### config.mk
export PLATFORM = sky130hd
export DESIGN_NAME = src_ctrl
export DESIGN_NICKNAME = d
export VERILOG_FILES = /design/src/shared/src_pkg.sv /design/src/logic/src_ctrl.sv
export SDC_FILE = /design/constraint.sdc
export NUM_CORES = 2
export LEC_CHECK = 0
export BUFFER_PORTS_ARGS = -buffer_cell sky130_fd_sc_hd__buf_4
export CAP_MARGIN = 25
export CORE_ASPECT_RATIO = 0.8
export CORE_MARGIN = 1
export CORE_UTILIZATION = 55
export CTS_BUF_LIST = sky130_fd_sc_hd__clkbuf_2 sky130_fd_sc_hd__clkbuf_4 sky130_fd_sc_hd__clkbuf_8
export CTS_CLUSTER_SIZE = 20
export DETAILED_ROUTE_END_ITERATION = 10
export PLACE_DENSITY = 0.76
export SYNTH_ARGS = -nofsm -noshare
export SYNTH_HDL_FRONTEND = slang
export SYNTH_SLANG_ARGS = --single-unit
### constraint.sdc
create_clock -name clk_i -period 15.4 [get_ports clk_i]
set_clock_uncertainty 0.2 [all_clocks]
set_input_delay 1.54 -clock clk_i [delete_from_list [all_inputs] [get_ports clk_i]]
set_output_delay 1.54 -clock clk_i [all_outputs]
set_load 0.01 [all_outputs]
### src/shared/src_pkg.sv
package src_pkg;

    // Register byte offsets on the bus
    localparam logic [7:0] OFF_FEATURE = 8'h00;
    localparam logic [7:0] OFF_COUNT = 8'h04;
    localparam logic [7:0] OFF_ADDR_LOW = 8'h08;
    localparam logic [7:0] OFF_ADDR_MID = 8'h0C;
    localparam logic [7:0] OFF_ADDR_HIGH = 8'h10;
    localparam logic [7:0] OFF_DRIVE = 8'h14;
    localparam logic [7:0] OFF_OPCODE = 8'h18;
    localparam logic [7:0] OFF_FAULT = 8'h1C;
    localparam logic [7:0] OFF_HOB = 8'h20;
    localparam logic [7:0] OFF_IDENT = 8'h24;
    localparam logic [7:0] OFF_DEFLIM = 8'h28;
    localparam logic [7:0] OFF_ERRLOG = 8'h2C;

    // Opcodes
    localparam logic [7:0] OPC_STREAM_DMA = 8'h2A;
    localparam logic [7:0] OPC_STREAM_PIO = 8'h2B;

    // Current feature byte fields
    localparam int FB_URGENT = 7;
    localparam int FB_CONT = 6;
    localparam int FB_NOTSEQ = 5;
    localparam int FB_RESUME = 4;
    localparam int STREAM_W = 3;
    localparam int STREAMS = 8;

    // State flag bits
    localparam int SB_BUSY = 7;
    localparam int SB_READY = 6;
    localparam int SB_SE = 5;
    localparam int SB_ERR = 0;

    // Fault flag and error log bits
    localparam int EB_INTERFACE_CRC_ERROR = 7;
    localparam int EB_UNC = 6;
    localparam int EB_ID_NOT_FOUND_ERROR = 4;
    localparam int EB_ABORTED_ERROR = 2;
    localparam int EB_COMPLETION_TIMEOUT_BIT = 0;

    // Fault type input bits
    localparam int FI_INTERFACE_CRC_ERROR = 3;
    localparam int FI_UNC = 2;
    localparam int FI_ID_NOT_FOUND_ERROR = 1;
    localparam int FI_ABORTED_ERROR = 0;

    localparam int HOB_BIT = 7;
    localparam int DL_STREAM_LSB = 8;

    localparam int LBA_W = 48;
    localparam int CNT_W = 17;
    localparam int LIM_W = 40;
    localparam logic [16:0] FULL_COUNT = 17'h10000;

    // Microsecond time base
    localparam int CLK_PERIOD_NS = 40;
    localparam int US_NS = 1000;
    localparam int CYC_PER_US = US_NS / CLK_PERIOD_NS;

    typedef enum {ST_IDLE, ST_RUN} src_state_e;

endpackage : src_pkg

### src/logic/src_ctrl.sv
`timescale 1ns/1ps

// Operation
// - Urgent flag makes the command finish fast, never past the limit
// - Continuous-read flag: read or transfer errors never abort
// - Continuous errors: full count moved, stream error set, log error type
// - Continuous read and limit expiry: stop, stream error, log timeout
// - Without continuous read, errors end the command with the error flag set
// - Always try to move the whole count within the limit
// - Resume flag starts at the stream's last reported error address
// - Low three feature bits select the stream
// - Limit is previous feature byte times identify words, microseconds
// - Zero byte uses stream default; zero default means no limit
// - Limit timed from command write to completion interrupt
// - Requested limit below minimum is raised to the minimum
// - Count is previous:current bytes; zero means 65,536 sectors
// - 48-bit address assembled from the three register pairs
// - Address registers return first unrecoverable error, selected by hob
// - Fault bit 0 set whenever the limit has expired
// - Continuous error sets status bit 5, loads bad address and count
// - Continuous read: error bits go to the log, error flag clear
// - Opcode 2Bh is the non-DMA streaming read
module src_ctrl
    import src_pkg::*;
#(
    parameter logic [31:0] RST_IDENT = 32'h0000_0001,
    parameter logic [LIM_W-1:0] MIN_LIMIT_US = 40'h00_0000_03E8
) (
    // Clock and reset
    input wire logic clk_i,
    input wire logic rst_i,
    // Wishbone slave
    input wire logic wb_cyc_i,
    input wire logic wb_stb_i,
    input wire logic wb_we_i,
    input wire logic [7:0] wb_adr_i,
    input wire logic [3:0] wb_sel_i,
    input wire logic [31:0] wb_dat_i,
    output logic [31:0] wb_dat_o,
    output logic wb_ack_o,
    // Media engine
    output logic media_start_o,
    output logic media_stop_o,
    output logic [LBA_W-1:0] media_lba_o,
    output logic [CNT_W-1:0] media_count_o,
    output logic media_urgent_o,
    output logic media_continuous_o,
    output logic media_not_seq_o,
    output logic media_resume_o,
    output logic [STREAM_W-1:0] media_stream_o,
    input wire logic sector_done_i,
    input wire logic sector_bad_i,
    input wire logic [3:0] sector_fault_i,
    // Completion to host
    output logic intrq_o
);

    ////////////////////////////////////////////////////////////////////////
    src_state_e st_ff;
    logic [7:0] feat_cur_ff, feat_prev_ff, cnt_cur_ff, cnt_prev_ff;
    logic [7:0] addr_cur_ff [3];
    logic [7:0] addr_prev_ff [3];
    logic [7:0] drive_ff, fault_ff, log_ff;
    logic hob_ff, se_ff, err_ff;
    logic [31:0] ident_ff;
    logic [7:0] def_lim_ff [STREAMS];
    logic [LBA_W-1:0] resume_ff [STREAMS];
    logic cont_ff, limit_on_ff, had_err_ff, run_open_ff;
    logic [STREAM_W-1:0] stream_ff;
    logic [LIM_W-1:0] limit_ff, us_ff;
    logic [$clog2(CYC_PER_US)-1:0] div_ff;
    logic [LBA_W-1:0] start_lba_ff, first_bad_ff;
    logic [CNT_W-1:0] remain_ff, done_ff, run_cnt_ff;
    function automatic logic [7:0] map_fault(input logic [3:0] f);
        logic [7:0] m;
        m = 8'h00;
        m[EB_INTERFACE_CRC_ERROR] = f[FI_INTERFACE_CRC_ERROR];
        m[EB_UNC] = f[FI_UNC];
        m[EB_ID_NOT_FOUND_ERROR] = f[FI_ID_NOT_FOUND_ERROR];
        m[EB_ABORTED_ERROR] = f[FI_ABORTED_ERROR];
        return m;
    endfunction : map_fault

    ////////////////////////////////////////////////////////////////////////
    // Bus slave: ack one cycle after request, writes land on the ack edge
    logic wr_en;
    assign wr_en = wb_cyc_i & wb_stb_i & wb_ack_o & wb_we_i & wb_sel_i[0];
    function automatic logic wr_hit(input logic [7:0] off);
        return wr_en && (wb_adr_i == off);
    endfunction : wr_hit
    always_ff @(posedge clk_i) begin
        if (rst_i) begin
            wb_ack_o <= 1'b0;
        end else begin
            wb_ack_o <= wb_cyc_i & wb_stb_i & ~wb_ack_o;
        end
    end

    ////////////////////////////////////////////////////////////////////////
    // Command decode and limit computation
    logic cmd_wr, busy, expired;
    logic [LBA_W-1:0] req_lba, cur_lba, report_lba;
    logic [CNT_W-1:0] req_count, nxt_run_cnt;
    logic [7:0] units;
    logic [LIM_W-1:0] raw_limit, req_limit;
    logic [STREAM_W-1:0] req_stream;
    assign busy = (st_ff == ST_RUN);
    // Task-file writes are ignored while a command runs
    assign cmd_wr = wr_hit(OFF_OPCODE) && !busy
        && (wb_dat_i[7:0] == OPC_STREAM_DMA
        || wb_dat_i[7:0] == OPC_STREAM_PIO);
    assign req_stream = feat_cur_ff[STREAM_W-1:0];
    assign req_lba = {addr_prev_ff[2], addr_prev_ff[1], addr_prev_ff[0],
        addr_cur_ff[2], addr_cur_ff[1], addr_cur_ff[0]};
    assign req_count = ({cnt_prev_ff, cnt_cur_ff} == 16'h0000) ? FULL_COUNT
        : {1'b0, cnt_prev_ff, cnt_cur_ff};
    assign units = (feat_prev_ff == 8'h00) ? def_lim_ff[req_stream]
        : feat_prev_ff;
    assign raw_limit = LIM_W'(units) * LIM_W'(ident_ff);
    assign req_limit = (raw_limit < MIN_LIMIT_US) ? MIN_LIMIT_US
        : raw_limit;
    assign expired = limit_on_ff && (us_ff >= limit_ff);
    ////////////////////////////////////////////////////////////////////////
    // Run events; a limit expiry outranks a sector event in that cycle
    logic ev_done, ev_bad, fin_timeout, fin_err, fin_full, fin, rep_valid;
    assign ev_done = busy && !expired && sector_done_i;
    assign ev_bad = ev_done && sector_bad_i;
    assign fin_timeout = busy && expired;
    assign fin_err = ev_bad && !cont_ff;
    assign fin_full = ev_done && (remain_ff == CNT_W'(1)) && !fin_err;
    assign fin = fin_timeout || fin_err || fin_full;
    assign cur_lba = start_lba_ff + LBA_W'(done_ff);
    assign report_lba = had_err_ff ? first_bad_ff : cur_lba;
    assign rep_valid = fin && (had_err_ff || ev_bad);
    assign nxt_run_cnt = (ev_bad && (run_open_ff || !had_err_ff))
        ? run_cnt_ff + CNT_W'(1) : run_cnt_ff;

    ////////////////////////////////////////////////////////////////////////
    // Sequencer
    always_ff @(posedge clk_i) begin
        if (rst_i) begin
            st_ff <= ST_IDLE;
            intrq_o <= 1'b0;
            media_stop_o <= 1'b0;
        end else begin
            intrq_o <= 1'b0;
            media_stop_o <= 1'b0;
            if (cmd_wr) begin
                st_ff <= ST_RUN;
            end else if (fin) begin
                st_ff <= ST_IDLE;
                intrq_o <= 1'b1;
                media_stop_o <= !fin_full;
            end
        end
    end

    always_ff @(posedge clk_i) begin
        if (rst_i) begin
            media_start_o <= 1'b0;
            media_lba_o <= '0;
            media_count_o <= '0;
            media_urgent_o <= 1'b0;
            media_continuous_o <= 1'b0;
            media_not_seq_o <= 1'b0;
            media_resume_o <= 1'b0;
            media_stream_o <= '0;
            start_lba_ff <= '0;
            stream_ff <= '0;
            cont_ff <= 1'b0;
            limit_ff <= '0;
            limit_on_ff <= 1'b0;
        end else begin
            media_start_o <= cmd_wr;
            if (cmd_wr) begin
                media_lba_o <= feat_cur_ff[FB_RESUME] ? resume_ff[req_stream]
                    : req_lba;
                start_lba_ff <= feat_cur_ff[FB_RESUME]
                    ? resume_ff[req_stream] : req_lba;
                media_count_o <= req_count;
                media_urgent_o <= feat_cur_ff[FB_URGENT];
                media_continuous_o <= feat_cur_ff[FB_CONT];
                media_not_seq_o <= feat_cur_ff[FB_NOTSEQ];
                media_resume_o <= feat_cur_ff[FB_RESUME];
                media_stream_o <= req_stream;
                stream_ff <= req_stream;
                cont_ff <= feat_cur_ff[FB_CONT];
                limit_ff <= req_limit;
                limit_on_ff <= (units != 8'h00);
            end
        end
    end
    // Microsecond timer; runs only while busy
    always_ff @(posedge clk_i) begin
        if (rst_i || cmd_wr) begin
            div_ff <= '0;
            us_ff <= '0;
        end else if (busy) begin
            if (div_ff == $bits(div_ff)'(CYC_PER_US - 1)) begin
                div_ff <= '0;
                us_ff <= us_ff + LIM_W'(1);
            end else begin
                div_ff <= div_ff + $bits(div_ff)'(1);
            end
        end
    end
    // Sector progress and bad run tracking
    always_ff @(posedge clk_i) begin
        if (rst_i) begin
            remain_ff <= '0;
            done_ff <= '0;
            had_err_ff <= 1'b0;
            run_open_ff <= 1'b0;
            run_cnt_ff <= '0;
            first_bad_ff <= '0;
        end else if (cmd_wr) begin
            remain_ff <= req_count;
            done_ff <= '0;
            had_err_ff <= 1'b0;
            run_open_ff <= 1'b0;
            run_cnt_ff <= '0;
        end else if (ev_done) begin
            remain_ff <= remain_ff - CNT_W'(1);
            done_ff <= done_ff + CNT_W'(1);
            run_cnt_ff <= nxt_run_cnt;
            run_open_ff <= sector_bad_i && (run_open_ff || !had_err_ff);
            if (sector_bad_i && !had_err_ff) begin
                had_err_ff <= 1'b1;
                first_bad_ff <= cur_lba;
            end
        end
    end
    // Last reported error per stream, for resumed commands
    always_ff @(posedge clk_i) begin
        if (rst_i) begin
            for (int i = 0; i < STREAMS; i++) begin
                resume_ff[i] <= '0;
            end
        end else if (rep_valid) begin
            resume_ff[stream_ff] <= report_lba;
        end
    end

    ////////////////////////////////////////////////////////////////////////
    // Ending status, fault flags and error log
    always_ff @(posedge clk_i) begin
        if (rst_i || cmd_wr) begin
            se_ff <= 1'b0;
            err_ff <= 1'b0;
            fault_ff <= 8'h00;
            log_ff <= 8'h00;
        end else if (busy) begin
            if (fin_timeout) begin
                fault_ff[EB_COMPLETION_TIMEOUT_BIT] <= 1'b1;
                if (cont_ff) begin
                    se_ff <= 1'b1;
                    log_ff[EB_COMPLETION_TIMEOUT_BIT] <= 1'b1;
                end else begin
                    err_ff <= 1'b1;
                end
            end else if (ev_bad && cont_ff) begin
                se_ff <= 1'b1;
                log_ff <= log_ff | map_fault(sector_fault_i);
            end else if (fin_err) begin
                err_ff <= 1'b1;
                fault_ff <= map_fault(sector_fault_i);
            end
        end
    end

    ////////////////////////////////////////////////////////////////////////
    // Task-file registers; feature, count and address writes push current into previous
    always_ff @(posedge clk_i) begin
        if (rst_i) begin
            feat_cur_ff <= 8'h00;
            feat_prev_ff <= 8'h00;
            cnt_cur_ff <= 8'h00;
            cnt_prev_ff <= 8'h00;
            drive_ff <= 8'h00;
            hob_ff <= 1'b0;
            ident_ff <= RST_IDENT;
            for (int i = 0; i < 3; i++) begin
                addr_cur_ff[i] <= 8'h00;
                addr_prev_ff[i] <= 8'h00;
            end
            for (int i = 0; i < STREAMS; i++) begin
                def_lim_ff[i] <= 8'h00;
            end
        end else if (rep_valid) begin
            {addr_prev_ff[2], addr_prev_ff[1], addr_prev_ff[0],
                addr_cur_ff[2], addr_cur_ff[1], addr_cur_ff[0]}
                <= report_lba;
            if (cont_ff) begin
                {cnt_prev_ff, cnt_cur_ff} <= nxt_run_cnt[15:0];
            end
        end else if (!busy) begin
            if (wr_hit(OFF_FEATURE)) begin
                feat_prev_ff <= feat_cur_ff;
                feat_cur_ff <= wb_dat_i[7:0];
            end
            if (wr_hit(OFF_COUNT)) begin
                cnt_prev_ff <= cnt_cur_ff;
                cnt_cur_ff <= wb_dat_i[7:0];
            end
            if (wr_hit(OFF_ADDR_LOW)) begin
                addr_prev_ff[0] <= addr_cur_ff[0];
                addr_cur_ff[0] <= wb_dat_i[7:0];
            end
            if (wr_hit(OFF_ADDR_MID)) begin
                addr_prev_ff[1] <= addr_cur_ff[1];
                addr_cur_ff[1] <= wb_dat_i[7:0];
            end
            if (wr_hit(OFF_ADDR_HIGH)) begin
                addr_prev_ff[2] <= addr_cur_ff[2];
                addr_cur_ff[2] <= wb_dat_i[7:0];
            end
            if (wr_hit(OFF_DRIVE)) begin
                drive_ff <= wb_dat_i[7:0];
            end
            if (wr_hit(OFF_HOB)) begin
                hob_ff <= wb_dat_i[HOB_BIT];
            end
            if (wr_en && wb_adr_i == OFF_IDENT && wb_sel_i == 4'hF) begin
                ident_ff <= wb_dat_i;
            end
            if (wr_en && wb_adr_i == OFF_DEFLIM && wb_sel_i[1]) begin
                def_lim_ff[wb_dat_i[DL_STREAM_LSB +: STREAM_W]]
                    <= wb_dat_i[7:0];
            end
        end
    end
    // Read mux; unmapped and write-only offsets read zero
    logic [7:0] flags;
    assign flags = {busy, 1'b1, se_ff, 4'h0, err_ff};
    always_ff @(posedge clk_i) begin
        if (rst_i) begin
            wb_dat_o <= 32'h0000_0000;
        end else begin
            wb_dat_o <= 32'h0000_0000;
            unique case (wb_adr_i)
                OFF_COUNT: wb_dat_o[7:0] <= hob_ff ? cnt_prev_ff : cnt_cur_ff;
                OFF_ADDR_LOW: wb_dat_o[7:0] <= hob_ff ? addr_prev_ff[0]
                    : addr_cur_ff[0];
                OFF_ADDR_MID: wb_dat_o[7:0] <= hob_ff ? addr_prev_ff[1]
                    : addr_cur_ff[1];
                OFF_ADDR_HIGH: wb_dat_o[7:0] <= hob_ff ? addr_prev_ff[2]
                    : addr_cur_ff[2];
                OFF_DRIVE: wb_dat_o[7:0] <= drive_ff;
                OFF_OPCODE: wb_dat_o[7:0] <= flags;
                OFF_FAULT: wb_dat_o[7:0] <= fault_ff;
                OFF_HOB: wb_dat_o[HOB_BIT] <= hob_ff;
                OFF_IDENT: wb_dat_o <= ident_ff;
                OFF_ERRLOG: wb_dat_o[7:0] <= log_ff;
                default: wb_dat_o <= 32'h0000_0000;
            endcase
        end
    end
endmodule : src_ctrl

Word level (Yosys, flattened, before mapping)
Memory sizes are Yosys's and may differ from the RTL's. A register that Yosys moved wholly into a read port is not among the register bits.
Index checks and enable logic that the tools add are counted.
{ "word_totals": {"reg_bits": 432, "latch_bits": 0, "ramBits": 448, "mem_bits_ro": 0, "in_bits": 55, "out_inout_bits": 108, "wordCells": 231, "n_memories": 2} }
{ "mem_list": {"columns": ["name", "depth", "width", "read_ports", "rd_ports_with_merged_regs", "wr", "line", "source"], "rows": [
  ["resume_ff", 8, 48, 1, 1, 8, "src_ctrl.sv:67", "logic [LBA_W-1:0] resume_ff [STREAMS];"],
  ["def_lim_ff", 8, 8, 1, 1, 8, "src_ctrl.sv:66", "logic [7:0] def_lim_ff [STREAMS];"]
]} }
{ "op_classes": {"n_addsub": 6, "n_mul": 1, "div": 0, "magnitude_cmp": 2, "n_eq_ne": 21, "shifts": 0, "muxes": 68, "n_bitwise": 14, "reduce_logical": 73} }
{ "op_table": {"columns": ["operator", "n"], "rows": [
  ["two-way mux 8 bit", 20],
  ["two-way mux 48 bit", 3],
  ["two-way mux 24 bit", 4],
  ["one-hot mux 7 bit (9 select lines)", 1],
  ["two-way mux 17 bit", 3],
  ["adder 48 x 17 -> 48 bit", 1],
  ["== test 8 x 6 -> 1 bit, second input constant", 6],
  ["OR reduction 48 bit", 1],
  ["adder 40 x 1 -> 40 bit, second input constant", 1],
  ["greater-or-equal comparator 40 bit", 1],
  ["< comparator 40 x 10 -> 1 bit, second input constant", 1],
  ["multiplier 8 x 32 -> 40 bit", 1],
  ["two-way mux 40 bit", 1],
  ["adder 17 x 1 -> 17 bit, second input constant", 2],
  ["== test 8 x 5 -> 1 bit, second input constant", 4],
  ["logical AND 1 bit", 27],
  ["two-way mux 1 bit", 27],
  ["AND reduction 3 bit", 9],
  ["two-way mux 3 bit", 6],
  ["== test 17 x 1 -> 1 bit, second input constant", 1],
  ["subtractor 17 x 1 -> 17 bit, second input constant", 1],
  ["== test 8 x 4 -> 1 bit, second input constant", 2],
  ["logical NOT 16 bit", 1],
  ["logical NOT 8 bit", 2],
  ["other kinds (21)", 59]
]} }

Longest topological paths before layout
{ "depth": {"depth_word": 16, "mapped_depth": 27} }

Worst setup path after synthesis
Ideal clock, no wire load.
{ "synth_path": {"kind": "flip-flop to flip-flop", "start": "register with a tool-made name", "end": "register limit_ff[1]", "setup_time_ps": 117, "t_arrival_ps": 7482, "t_required_ps": 15083, "setup_slack_ps": 7601, "stages_incl_launch_ff": 26, "path_buffers": 4, "synth_period_minus_slack_ps": 7799, "cell_sequence": "dfxtp_1 clkbuf_1 buf_1 mux4_2 mux2_2 a21oi_1 clkbuf_1 nor2b_1 fa_1 fa_1 fa_1 inv_1 fa_1 inv_1 ha_1 buf_2 a21oi_1 o21ai_1 a2111oi_2 o21bai_1 or3_1 a2111oi_0 nand4b_1 nor4b_2 nand2_2 a32o_1"} }
{ "synth_rtl": {"columns": ["item", "line", "source"], "rows": [
  ["to (signal assigned)", "src_ctrl.sv:188", "limit_ff <= req_limit;"],
  ["to (decl)", "src_ctrl.sv:70", "logic [LIM_W-1:0] limit_ff, us_ff;"]
]} }

==> impl_metrics.csv <==
group,metric,value,unit
critical_path,cp_data_arrival_time,9.48,ns
placed_design,placed_area,50100,um^2
critical_path,slowest_stage,"buf_4",
clock_tree,post_cts_buffers,0,
clock_tree,clkLatencyLatePin,0.84,ns
synth,avgSynthCellArea,10.1,um^2
critical_path,slowest_delay,0.83,ns
power,power.sequential.fraction,0.514,
global_route,grt_pass1_wl,219000,um
critical_path,endpoint_kind,"flop",
floorplanning,fp.dieW,332,um
power,powerDensity,91.9,nW/um^2
clock_tree,ctsRootBufferMaster,"clkbuf_8",
global_route,antenna_found_initial,3,
power,p_leak,19.7,nW
clock_tree,path_clk_slew,0.06,ns
final_layout,final_common_cell,"nor2_1",
run,maxCapViolCount,0,
hold_path,hold_path.class,"flop to flop",
sta,hold_viol_final,0,
final_layout,drive_above_1_share,0.142,
power,p_clk_frac,0.460,
critical_path,crit_path_start_kind,"flop",
clock_tree,cts_sinks,879,
final_layout,final_util,0.619,
synth,synth_cell_types,88,
final_layout,fin_nets,5211,
sta,fin_ws,6.44,ns
clock_tree,cts_tree,"built",
critical_path,crit_buf_inv,4,
sta,fmax,112,MHz
critical_path,path_cells,"buf_4 -> mux4_2 -> mux2_2 -> a21oi_2 -> buf_4 -> nor2b_1 -> fa_1 -> fa_1 -> fa_1 -> inv_1 -> fa_1 -> inv_1 -> ha_1 -> and3_1 -> nand2_1 -> a21oi_1 -> o21ai_0 -> a21boi_0 -> nor4_1 -> a2111oi_0 -> and4_1 -> nand2_2 -> a32o_1",
final_layout,postLayoutCellArea,53300,um^2
sta,worstMarginPinSlew,1.09,ns
sta,finalCritPeriodShare,0.582,
synth,ys_seq_area_frac,0.460,
sta,period_needed,8.96,ns
synth,syn_area,48100,um^2
floorplanning,start_util,0.558,
route,drc,0,
clock_tree,hold_buffers,0,
clock_tree,cts_buffers,140,
sta,rsz0062_at_grt,"false",
sta,slew_viol_final,0,
status,status,"completed",
global_route,grt_pass1_vias,36074,
power,switchingPower,1.09,mW
floorplanning,ios,163,
global_route,track_usage,0.326,
critical_path,path_delay_family,"adder cells",
placed_design,dp_cells,5829,
sta,setup-violations-final,0,
global_route,grt_start_max_net_pins,92,
synth,ys.flop_type,"edfxtp_1",
power,pwr-share-comb,0.026,
route,ant_nets,0,
power,internal-power,3.81,mW
route,vias,37744,
route,drt_iter0_drc,5160,
synth,yosys_register_bits,879,
floorplanning,die_h,266,um
critical_path,cpMostUsedCell,"fa_1",
placed_design,portBuffers,162,
final_layout,multi_input_area,23900,um^2
route,wl_per_cell,23.7,um
sta,slew_headroom,0.252,
clock_tree,htreeDepth,4,
placed_design,globalplace.congestion,0.962,
synth,synth_nets,5132,
final_layout,stdcell_count,6094,
final_layout,area_growth,11.0,%
power,peakVddDrop,75.7,uV
power,switching_share,0.223,
synth,ys_warn_count,0,
placed_design,dp_slack,6.67,ns
final_layout,seqCellArea,22100,um^2
critical_path,crit_path_max_fanout,43,
critical_path,criticalPathCategory,"flop to flop",
final_layout,n_fill_cell,6786,
route,drt-total-wl,145000,um
route,avgViaCountPerCell,6.19,
sta,fin_tns_setup,0,ns
global_route,overflow,0,
synth,synth_edf_count,448,
final_layout,final_cell_mix,"657 x nor2_1, 586 x nand2_1, 448 x edfxtp_1",
synth,synthCells,4772,
floorplanning,num_rows,96,
floorplanning,core_area,86100,um^2
critical_path,critPathRequiredTime,15.91,ns
placed_design,place_hpwl,95000,um
clock_tree,cts_resized,0,
floorplanning,dieArea,88600,um^2
clock_tree,cts_buffer_depth,3,
route,drt_first_pass_iters,6,
synth,async_reset_ff_frac,0,
flip-flops by register name, summed over array words and instances, names as in the netlist, 16 cells and up, named ones only:
register and count:
def_lim_ff 64, run_cnt_ff 16, resume_ff 384, done_ff 17, remain_ff 17, addr_prev_ff 24, limit_ff 40, ident_ff 32
start_lba_ff 48, wb_dat_o 32, addr_cur_ff 24, first_bad_ff 48, us_ff 40, media_count_o 17
synthesized netlist by cell type (all sizes together), types with 82 or more instances:
cell	number	area share
nor2	661	0.052
nand2	591	0.046
edfxtp	448	0.28
dfxtp	431	0.18
a21oi	296	0.031
inv	276	0.022
clkbuf	207	0.016
fa	181	0.075
nor2b	171	0.022
and2	125	0.016
ha	124	0.032
mux2i	115	0.024
mux4	112	0.052
xor2	88	0.016
buf	83	0.0081
nor3	82	0.0088
cell type report:
class | count | area share
tap | 1127 | 0.0264
clock inverter | 49 | 0.0106
multi-input combinational | 3327 | 0.448
timing repair buffer | 227 | 0.0326
clock buffer | 208 | 0.0484
inverter | 276 | 0.0194
antenna | 1 | 0.0000469
sequential | 879 | 0.414
metrics by stage:
| stage | hold WS, ns | power [mW] |
|---|---|---|
| 2_1_floorplan | 0.232 | 2.63 |
| 3_3_place_gp | 0.236 | 2.69 |
| 3_5_place_dp | 0.242 | 2.69 |
| 4_1_cts | 0.246 | 4.90 |
| 5_1_grt | 0.277 | 5.01 |
| 6_report | 0.243 | 4.90 |
kinds of logic after synthesis:
kind of cell,share of synthesized area
compound gates,0.0917
fa+ha+maj,0.108
flops,0.460
simple gates,0.187
xor+xnor,0.0268
buf+inv,0.0458
mux,0.0816
power by group through the flow:
stage / sequential [mW] / clock [mW] / combinational [mW]
floorplan: 2.56 / 0 / 0.0685
global placement: 2.57 / 0 / 0.121
detailed placement: 2.57 / 0 / 0.123
CTS: 2.52 / 2.26 / 0.124
global route: 2.52 / 2.36 / 0.132
finish: 2.52 / 2.25 / 0.128
path summary, 6_finish.rpt:
kind | startpoint | to | slack, ns | cells after the start
worst max-delay path | flop | limit_ff[2] | 6.44 | 23
worst min-delay path | wb_ack_o | wb_ack_o | 0.24 | 1
worst max register to register | flop | limit_ff[2] | 6.44 | 23
worst min register to register | wb_ack_o | wb_ack_o | 0.24 | 1
worst reg2reg max path, stage by stage, from the launching register on:
cell and delay (ns):
dfxtp_4 0.64, buf_4 0.85, mux4_2 0.47, mux2_2 0.29
a21oi_2 0.15, buf_4 0.40, nor2b_1 0.14, fa_1 0.54
fa_1 0.53, fa_1 0.56, inv_1 0.06, fa_1 0.53
inv_1 0.04, ha_1 0.39, and3_1 0.24, nand2_1 0.07
a21oi_1 0.54, o21ai_0 0.24, a21boi_0 0.54, nor4_1 0.16
a2111oi_0 0.58, and4_1 0.28, nand2_2 0.15, a32o_1 0.29
layer usage:
metal	track usage	wire (um)	up-vias
li1	-	-	16654
met1	0.474	59900	18274
met2	0.446	58300	2486
met3	0.115	21800	324
met4	0.109	4370	6
met5	0.0125	203	-
Power figures use the tool's default switching activity.
